[config.mk]
export PLATFORM = sky130hd
export DESIGN_NAME = lo_mode_ctrl
export DESIGN_NICKNAME = d
export VERILOG_FILES = /design/src/logic/lo_ctrl_pkg.sv /design/src/logic/lo_mode_ctrl.sv
export SDC_FILE = /design/constraint.sdc
export NUM_CORES = 1
export LEC_CHECK = 0
export BUFFER_PORTS_ARGS = -buffer_cell sky130_fd_sc_hd__buf_2
export CELL_PAD_IN_SITES_DETAIL_PLACEMENT = 1
export CELL_PAD_IN_SITES_GLOBAL_PLACEMENT = 1
export CORE_UTILIZATION = 45
export CTS_CLUSTER_DIAMETER = 80
export DETAILED_ROUTE_END_ITERATION = 8
export PLACE_DENSITY = 0.85
export SYNTH_ARGS = -nofsm -noshare
export SYNTH_HDL_FRONTEND = slang
export SYNTH_SLANG_ARGS = --single-unit
[constraint.sdc]
create_clock -name clk -period 4.4 [get_ports clk]
set_input_delay 0.88 -clock clk [delete_from_list [all_inputs] [get_ports clk]]
set_output_delay 0.88 -clock clk [all_outputs]
set_load 0.02 [all_outputs]
[src/logic/lo_ctrl_pkg.sv]
// constants, enums and carriers for the local oscillator and mode controller
// assumes a 10 MHz system clock and an open-drain two-wire link to the synthesizer
package lo_ctrl_pkg;
    localparam int unsigned CLK_HZ      = 10_000_000;
    localparam int unsigned I2C_HZ      = 400_000;
    localparam int unsigned I2C_QTR     = (CLK_HZ + 4 * I2C_HZ - 1) / (4 * I2C_HZ);
    localparam int unsigned REF_HZ      = 25_000_000;
    localparam int unsigned SAMPLE_RATE = 48_000;
    localparam int unsigned MCLK_RATIO  = 512;
    localparam int unsigned ADC_MCLK_HZ = MCLK_RATIO * SAMPLE_RATE;
    localparam int unsigned USB_HZ      = 48_000_000;
    localparam int unsigned CPU_HZ      = 72_000_000;
    localparam int unsigned PLL_IN_DIV  = 25;
    localparam int unsigned PLL_VCO_HZ  = 288_000_000;
    localparam logic [6:0]  SYNTH_ADDR  = 7'h60;
    localparam logic [7:0]  OUT_DIV     = 8'h08;
    localparam logic [7:0]  REG_OE      = 8'h03;
    localparam logic [7:0]  REG_FREQ0   = 8'h1a;
    localparam logic [7:0]  REG_PHASE_B = 8'ha6;
    localparam logic [7:0]  REG_CTRL_B  = 8'h11;
    localparam logic [7:0]  OE_TEST_OFF = 8'h04;
    localparam logic [7:0]  CTRL_B_BASE = 8'h0c;
    localparam int unsigned INV_BIT     = 4;
    localparam logic [3:0]  N_WRITES    = 4'h7;
    localparam int unsigned TONE_W      = 24;

    typedef enum logic [1:0] {M_RX, M_ENTER, M_TX, M_LEAVE} mode_e;
    typedef enum logic [2:0] {I_IDLE, I_START, I_BIT, I_STOP} i2c_e;

    typedef struct packed {
        logic        tx;
        logic        test_gen;
        logic [31:0] freq;
    } synth_cfg_s;

    typedef struct packed {
        logic [7:0]  pll_in_div;
        logic [7:0]  cpu_div;
        logic [7:0]  usb_div;
        logic [31:0] adc_mclk_hz;
    } clk_plan_s;
endpackage : lo_ctrl_pkg

[src/logic/lo_mode_ctrl.sv]
// local oscillator, transmit/receive mode and clock plan controller
// assumes pins arrive unsynchronised; two-wire pins are open drain, pulled up outside
`timescale 1ns/1ps
`default_nettype none
module lo_mode_ctrl
    import lo_ctrl_pkg::*;
(
    input  wire logic        clk,          // 10 MHz
    input  wire logic        reset,        // sync, active high
    input  wire logic        tx_request,   // pin: high asks for transmit
    input  wire logic        diag_request, // pin: high asks for test generator
    input  wire logic        audio_in,     // pin: squared audio tone
    input  wire logic [31:0] base_freq,    // dial frequency in Hz
    input  wire logic        scl_in,       // clock line level
    input  wire logic        sda_in,       // data line level
    output logic             scl_oe,       // high pulls clock line low
    output logic             sda_oe,       // high pulls data line low
    output logic             rx_isolate,   // high isolates receiver path
    output logic             dsp_suspend,  // high stops I/Q processing
    output logic             pa_drive_en,  // high lets push-pull drive run
    output logic             synth_busy,   // write sequence in progress
    output logic             synth_nack,   // sticky: a byte was not acked
    output logic [TONE_W-1:0] tone_hz,     // last measured tone
    output clk_plan_s        clk_plan      // on-chip clock plan
);
    // ---- pin synchronisers and tone measurement ----
    logic [3:0] s1_q, s1_d, s2_q, s2_d;
    logic       aud_old_q, aud_old_d;
    logic [TONE_W-1:0] per_q, per_d, dvs_q, dvs_d, rem_q, rem_d, quo_q, quo_d, tone_q, tone_d;
    logic [4:0] dcnt_q, dcnt_d;
    logic       dbusy_q, dbusy_d;
    logic       tx_s, diag_s, aud_s, sda_s;
    logic [TONE_W:0] rem_sh;
    localparam logic [TONE_W-1:0] DIVIDEND = TONE_W'(CLK_HZ);

    assign tx_s   = s2_q[0];
    assign diag_s = s2_q[1];
    assign aud_s  = s2_q[2];
    assign sda_s  = s2_q[3];

    always_comb
    begin
        s1_d      = {sda_in, audio_in, diag_request, tx_request};
        s2_d      = s1_q;
        aud_old_d = aud_s;
        per_d     = (per_q == '1) ? per_q : per_q + 1'b1;
        dvs_d     = dvs_q;
        rem_d     = rem_q;
        quo_d     = quo_q;
        dcnt_d    = dcnt_q;
        dbusy_d   = dbusy_q;
        tone_d    = tone_q;
        rem_sh    = {rem_q, DIVIDEND[dcnt_q]};
        if (aud_s && !aud_old_q)
        begin
            per_d = '0;
            if (!dbusy_q)
            begin
                // one full tone cycle measured; start f = clk / period
                dvs_d   = per_q + 1'b1;
                rem_d   = '0;
                quo_d   = '0;
                dcnt_d  = 5'(TONE_W - 1);
                dbusy_d = 1'b1;
            end
        end
        if (dbusy_q)
        begin
            if (rem_sh >= {1'b0, dvs_q})
            begin
                rem_d = TONE_W'(rem_sh - {1'b0, dvs_q});
                quo_d = {quo_q[TONE_W-2:0], 1'b1};
            end
            else
            begin
                rem_d = rem_sh[TONE_W-1:0];
                quo_d = {quo_q[TONE_W-2:0], 1'b0};
            end
            dcnt_d = dcnt_q - 1'b1;
            if (dcnt_q == '0)
            begin
                dbusy_d = 1'b0;
                tone_d  = quo_d;
            end
        end
    end

    always_ff @(posedge clk)
    begin
        if (reset)
        begin
            s1_q <= '0; s2_q <= '0; aud_old_q <= 1'b0; per_q <= '0; dvs_q <= '0;
            rem_q <= '0; quo_q <= '0; dcnt_q <= '0; dbusy_q <= 1'b0; tone_q <= '0;
        end
        else
        begin
            s1_q <= s1_d; s2_q <= s2_d; aud_old_q <= aud_old_d; per_q <= per_d;
            dvs_q <= dvs_d; rem_q <= rem_d; quo_q <= quo_d; dcnt_q <= dcnt_d;
            dbusy_q <= dbusy_d; tone_q <= tone_d;
        end
    end

    // ---- mode sequencing ----
    mode_e      mode_q, mode_d;
    synth_cfg_s want, cfg_q, cfg_d;
    logic       seq_start, seq_synced;
    i2c_e       ist_q, ist_d;

    always_comb
    begin
        want.tx       = (mode_q == M_ENTER) || (mode_q == M_TX);
        want.test_gen = diag_s && (mode_q == M_RX);
        want.freq     = want.tx ? base_freq + 32'(tone_q) : base_freq;
        seq_synced    = (ist_q == I_IDLE) && (want == cfg_q);
        seq_start     = (ist_q == I_IDLE) && (want != cfg_q);
        cfg_d         = seq_start ? want : cfg_q;
        mode_d        = mode_q;
        case (mode_q)
            M_RX:    if (tx_s) mode_d = M_ENTER;
            M_ENTER: if (seq_synced) mode_d = M_TX;
            M_TX:    if (!tx_s) mode_d = M_LEAVE;
            M_LEAVE: if (seq_synced) mode_d = M_RX;
            default: mode_d = M_RX;
        endcase
    end

    always_ff @(posedge clk)
    begin
        if (reset)
        begin
            mode_q      <= M_RX;
            cfg_q       <= '0;
            rx_isolate  <= 1'b0;
            dsp_suspend <= 1'b0;
            pa_drive_en <= 1'b0;
            clk_plan    <= '0;
            tone_hz     <= '0;
        end
        else
        begin
            mode_q      <= mode_d;
            cfg_q       <= cfg_d;
            rx_isolate  <= (mode_d != M_RX);
            dsp_suspend <= (mode_d != M_RX);
            pa_drive_en <= (mode_d == M_TX);
            clk_plan    <= '{pll_in_div:  8'(PLL_IN_DIV),
                             cpu_div:     8'(PLL_VCO_HZ / CPU_HZ),
                             usb_div:     8'(PLL_VCO_HZ / USB_HZ),
                             adc_mclk_hz: 32'(ADC_MCLK_HZ)};
            tone_hz     <= tone_q;
        end
    end

    // ---- two-wire write engine ----
    logic [2:0] qc_q, qc_d;
    logic [1:0] ph_q, ph_d, by_q, by_d;
    logic [3:0] bit_q, bit_d, wr_q, wr_d;
    logic       scl_d, sda_d, nack_d, slot_end;
    logic [7:0] cur_byte, reg_a, reg_v;

    always_comb
    begin
        reg_a = REG_OE;
        reg_v = cfg_q.test_gen ? 8'h00 : OE_TEST_OFF;
        if (wr_q >= 4'h1 && wr_q <= 4'h4)
        begin
            reg_a = REG_FREQ0 + 8'(wr_q - 4'h1);
            reg_v = cfg_q.freq[8*(wr_q - 4'h1) +: 8];
        end
        else if (wr_q == 4'h5)
        begin
            reg_a = REG_PHASE_B;
            reg_v = cfg_q.tx ? 8'h00 : OUT_DIV;
        end
        else if (wr_q == 4'h6)
        begin
            reg_a = REG_CTRL_B;
            reg_v = CTRL_B_BASE | (cfg_q.tx ? 8'(1 << INV_BIT) : 8'h00);
        end
        cur_byte = (by_q == 2'd0) ? {SYNTH_ADDR, 1'b0} : (by_q == 2'd1) ? reg_a : reg_v;
    end

    always_comb
    begin
        slot_end = (qc_q == 3'(I2C_QTR - 1)) && (ph_q == 2'd3);
        qc_d     = (ist_q == I_IDLE || qc_q == 3'(I2C_QTR - 1)) ? 3'h0 : qc_q + 1'b1;
        ph_d     = (ist_q == I_IDLE) ? 2'd0 : (qc_q == 3'(I2C_QTR - 1)) ? ph_q + 1'b1 : ph_q;
        ist_d    = ist_q;
        bit_d    = bit_q;
        by_d     = by_q;
        wr_d     = wr_q;
        nack_d   = synth_nack;
        scl_d    = 1'b0;
        sda_d    = 1'b0;
        case (ist_q)
            I_IDLE:
            begin
                wr_d = '0;
                if (seq_start) ist_d = I_START;
            end
            I_START:
            begin
                sda_d = (ph_q >= 2'd2);
                scl_d = (ph_q == 2'd3);
                if (slot_end)
                begin
                    ist_d = I_BIT;
                    bit_d = '0;
                    by_d  = '0;
                end
            end
            I_BIT:
            begin
                scl_d = (ph_q == 2'd0) || (ph_q == 2'd3);
                sda_d = (bit_q != 4'd8) && !cur_byte[3'(4'd7 - bit_q)];
                if (bit_q == 4'd8 && ph_q == 2'd2 && qc_q == 3'(I2C_QTR - 1) && sda_s)
                    nack_d = 1'b1;
                if (slot_end)
                begin
                    bit_d = bit_q + 1'b1;
                    if (bit_q == 4'd8)
                    begin
                        bit_d = '0;
                        by_d  = by_q + 1'b1;
                        if (by_q == 2'd2) ist_d = I_STOP;
                    end
                end
            end
            I_STOP:
            begin
                scl_d = (ph_q == 2'd0);
                sda_d = (ph_q <= 2'd1);
                if (slot_end)
                begin
                    wr_d  = wr_q + 1'b1;
                    ist_d = (wr_q == N_WRITES - 1'b1) ? I_IDLE : I_START;
                end
            end
            default: ist_d = I_IDLE;
        endcase
    end

    always_ff @(posedge clk)
    begin
        if (reset)
        begin
            ist_q <= I_IDLE; qc_q <= '0; ph_q <= '0; bit_q <= '0; by_q <= '0; wr_q <= '0;
            scl_oe <= 1'b0; sda_oe <= 1'b0; synth_busy <= 1'b0; synth_nack <= 1'b0;
        end
        else
        begin
            ist_q <= ist_d; qc_q <= qc_d; ph_q <= ph_d; bit_q <= bit_d; by_q <= by_d;
            wr_q <= wr_d; scl_oe <= scl_d; sda_oe <= sda_d;
            synth_busy <= (ist_d != I_IDLE);
            synth_nack <= nack_d;
        end
    end

    // scl_in is released-line feedback only; no clock stretching is honoured
    logic unused_ok;
    assign unused_ok = scl_in;

    // ---- checks ----
    a_rx_drive_zero: assert property (@(posedge clk) disable iff (reset)
        (mode_q == M_RX) |-> !pa_drive_en) else $error("drive active in receive");
    a_tx_path_isolated: assert property (@(posedge clk) disable iff (reset)
        pa_drive_en |-> rx_isolate && dsp_suspend) else $error("drive without isolation");
    a_enter_order: assert property (@(posedge clk) disable iff (reset)
        $rose(pa_drive_en) |-> $past(rx_isolate) && cfg_q.tx) else $error("drive before isolate");
    a_leave_order: assert property (@(posedge clk) disable iff (reset)
        $fell(rx_isolate) |-> !pa_drive_en && $past(!pa_drive_en)) else $error("reconnect under drive");
    a_start_when_idle: assert property (@(posedge clk) disable iff (reset)
        seq_start |=> (ist_q == I_START) && synth_busy) else $error("sequence start lost");
    a_test_gen_rx: assert property (@(posedge clk) disable iff (reset)
        cfg_q.test_gen |-> !cfg_q.tx) else $error("test generator on in transmit");
    a_phase_quad: assert property (@(posedge clk) disable iff (reset)
        (ist_q == I_BIT && wr_q == 4'h5 && by_q == 2'd2 && !cfg_q.tx) |-> cur_byte == OUT_DIV)
        else $error("quadrature offset wrong");
    a_phase_invert: assert property (@(posedge clk) disable iff (reset)
        (ist_q == I_BIT && wr_q == 4'h6 && by_q == 2'd2) |-> cur_byte[INV_BIT] == cfg_q.tx)
        else $error("invert bit wrong");
    a_addr_byte: assert property (@(posedge clk) disable iff (reset)
        (ist_q == I_BIT && by_q == 2'd0) |-> cur_byte == {SYNTH_ADDR, 1'b0})
        else $error("bad device address");
    a_scl_high_time: assert property (@(posedge clk) disable iff (reset)
        (ist_q == I_BIT && $fell(scl_oe)) |-> !scl_oe [*8]) else $error("scl high too short");
    a_even_div: assert property (@(posedge clk) disable iff (reset)
        (ist_q == I_BIT && wr_q == 4'h5 && by_q == 2'd2) |-> !cur_byte[0])
        else $error("odd output divider");
    a_tone_carrier: assert property (@(posedge clk) disable iff (reset)
        (seq_start && want.tx) |=> cfg_q.freq == $past(base_freq) + 32'($past(tone_q)))
        else $error("carrier not base plus tone");

    c_enter_tx: cover property (@(posedge clk) disable iff (reset) $rose(pa_drive_en));
    c_leave_tx: cover property (@(posedge clk) disable iff (reset) $fell(rx_isolate));
    c_diag_write: cover property (@(posedge clk) disable iff (reset) seq_start && want.test_gen);
    c_tone_done: cover property (@(posedge clk) disable iff (reset) $fell(dbusy_q));
endmodule : lo_mode_ctrl
`default_nettype wire

==> results.cfg <==
[outcome]
status = finished clean

[pwr]
p_per_area_nw_per_um2 = 419
power_uw = 6690
p_leak_uw = 0.00643
ir_drop_mv = 0.294

[worst_setup_path]
cp_slowest_stage_delay_ps = 620
crit_chain = buf_2, ha_1, inv_1, fa_1, nor2b_1, o31ai_1, a21oi_1, buf_4, o21ai_2, buf_4, a21oi_1, or4b_2, a2111oi_0, nand3_1, o21ai_0, nor2_1
cp_top_family = compound AO/OA/AOI/OAI gates
cp_max_fo = 4
r2r_start = mode_q[1]$_SDFF_PP0_
crit_slowest_cell = or4b_2
cp_num_buf_inv = 4
worstPathRequired_ps = 4810
reg2reg_to = mode_q[1]$_SDFF_PP0_
cp-end-kind = flop
crit_arrival_ps = 4600
path_class = in -> reg
r2r_slack_ps = 230
reg2reg_depth = 14
critPathLaunchType = input port

[cts]
cts_setup_buffers = 0
clk_pin_slew_worst_paths_ps = 60
cts_tree = done
cts_buffers = 25
h-tree-depth = 1
cts_hold_buf = 0
cts-root-buf = clkbuf_16
cts_num_sinks = 220
clock_path_buffers = 3
clock_latency_ps = 550
cts_resized = 0

[placed_design]
place_inst = 2165
hpwl_um = 34700
gpl.final_weighted_congestion = 0.985
dpl_worst_slack_ps = -189
portBuffers = 81

[sta]
maxSlewViolCount = 0
hold_viol = 0
finalCritPeriodShare_pct = 95.2
worst_clock_skew_ps = 22.4
final.min_clock_period_ps = 4190
layout_setup_ws_ps = 213
worst_slew_pin_slew_ps = 1260
rsz0062_at_grt = no
fmax_mhz = 239
max-slew-margin-rel_pct = 15.9
finalSetupTns_ps = 0
finalSetupViolCount = 0

[drt]
vias_per_cell = 5.91
post-route-drc-count = 0
vias = 13062
wl_um = 46100
drtIter0Drc = 847
wl_per_cell_um = 20.9
first_pass_iters = 5
final_antenna_net_count = 0

[final_layout]
drive_above_1_share_pct = 14.6
utilization_pct = 52.1
n_fill_cell = 3716
fin_cells = 2212
nNetsFinal = 1911
area_growth_pct = 13.3

[hold_path]
holdPathEnd = s2_q[3]$_SDFF_PP0_
hp-start = s1_q[3]$_SDFF_PP0_
min_path_cells = 1
hp-class = reg -> reg

[yosys]
synth_seq_cells = 220
yosysUniqueCellTypes = 86
synthFlopType = dfxtp_1
yosysWarnings = 0
ys_seq_area_share_pct = 31.3
synth_area_um2 = 14100
avgSynthCellArea_um2 = 8.25
postSynth.asyncResetShare_pct = 0
synth_edf_count = 0
postSynthCellCount = 1709

[floorplanning]
io_pins = 126
die_w_um = 179
core_area_um2 = 30700
die_h_um = 179
dieArea_um2 = 32000
start_util_pct = 45.9
num_rows = 64

[global_routing]
grt_pass1_wl_um = 72400
grt.total_usage_pct = 28.8
grt_max_degree = 94
grt.overflow.total = 0
first_global_vias = 13642
antenna_found_initial = 1

[job]
drv_cap = 0
## sequential cells by signal, indices dropped and copies added, names as in the netlist, 2 cells and up
| signal | flops |
|---|---|
| cfg_q | 34 |
| tone_hz | 24 |
| per_q | 24 |
| tone_q | 24 |
| s2_q | 4 |
| wr_q | 4 |
| mode_q | 2 |
| bit_q | 4 |
| by_q | 2 |
| rem_q | 24 |
| ph_q | 2 |
| ist_q | 3 |
| dcnt_q | 5 |
| s1_q | 4 |
| qc_q | 3 |
| dvs_q | 24 |
| quo_q | 23 |
## where the power goes
part / switching, uW / internal (uW)
Sequential: 131 / 2100
Combinational: 1370 / 875
Clock: 881 / 1340
Total: 2380 / 4310
## cells by family (layout without fill, tap and decap cells)
group                    after synthesis  in the layout  share of synthesized area (%)
buffers and inverters                225            288                           7.76
multiplexers                          41             41                           3.85
other                                  1             45                         0.0266
AO/OA/AOI/OAI                        468            468                           23.0
XOR/XNOR                             120            120                           8.14
AND/OR/NAND/NOR                      558            558                           19.1
adder cells (fa/ha/maj)               76             76                           6.85
flip-flops                           220            220                           31.3
## final cells by class
class                   count  area, um2  share of cell area, %
clock inverters            13        186                   1.17
clock buffers              33        686                   4.29
inverters                  64        240                   1.50
well taps                 396        495                   3.10
repair buffers            178       1170                   7.35
flip-flops and latches    220       4400                   27.6
multi-input cells        1307       8780                   55.0
diodes                      1       2.50                 0.0157
## metal layers
layer	vias to the layer above	track usage, %	wire length [um]
met5	-	0	0
met1	6403	34.0	19400
li1	6228	-	-
met4	0	13.6	2210
met3	123	2.99	1600
met2	308	51.9	23000
## synth_stat cells (all sizes together), types with 6 or more instances
cell     instances  area, um2
a2111oi          6       77.6
a211oi          54        420
a21o            17        128
a21oi          134        678
a221oi           7       67.6
a22oi           30        225
a31oi           15       93.8
a32oi            9       78.8
and2             6       40.0
and3            16        105
and4             6       52.6
buf             93        597
clkbuf          68        256
dfxtp          220       4400
ha              74        926
inv             63        236
mux2             6       67.6
mux2i           25        250
mux4            10        225
nand2          151        567
nand2b          22        138
nand3           33        170
nand3b           7       52.6
nand4           20        125
nor2           164        616
nor2b           47        294
nor3            40        200
nor3b            6       45.0
nor4            11       68.8
o2111ai         15        131
o211a           22        220
o211ai          24        185
o21a            13       97.6
o21ai           63        319
o21bai           7       56.3
o31ai           10       75.1
or3             14       87.6
xnor2           74        648
xnor3            7        158
xor2            39        342
## stage by stage
stage | hold slack, ps | area, um2
after floorplan | 414 | 14300
after global placement | 423 | 15100
after detailed placement | 436 | 15100
after CTS | 449 | 16000
after global routing | 463 | 16000
final | 442 | 16000
## layout by cell type, fill, tap and decap left out, drive strengths merged, types with 16 or more instances in the layout
| cell type | count |
|---|---|
| a211oi | 54 |
| a21o | 17 |
| a21oi | 134 |
| a22oi | 30 |
| and3 | 16 |
| buf | 178 |
| clkbuf | 33 |
| conb | 44 |
| dfxtp | 220 |
| ha | 74 |
| inv | 65 |
| mux2i | 25 |
| nand2 | 151 |
| nand2b | 22 |
| nand3 | 33 |
| nand4 | 20 |
| nor2 | 164 |
| nor2b | 47 |
| nor3 | 40 |
| o211a | 22 |
| o211ai | 24 |
| o21ai | 63 |
| xnor2 | 74 |
| xor2 | 39 |
## worst max-delay path by stage
stage                     slack, ps  cells past startpoint                 start                     end
final                           210                     16          base_freq[0]    mode_q[1]$_SDFF_PP0_
after global routing             50                     16          base_freq[0]  dsp_suspend$_SDFF_PP0_
after CTS                       310                     14  mode_q[1]$_SDFF_PP0_    mode_q[1]$_SDFF_PP0_
after detailed placement       -190                     16          base_freq[0]    mode_q[1]$_SDFF_PP0_
after global placement          -80                     15          base_freq[0]  dsp_suspend$_SDFF_PP0_
after floorplan                 400                     14          base_freq[0]  dsp_suspend$_SDFF_PP0_
Note: power is estimated with default switching activity, not from simulation.
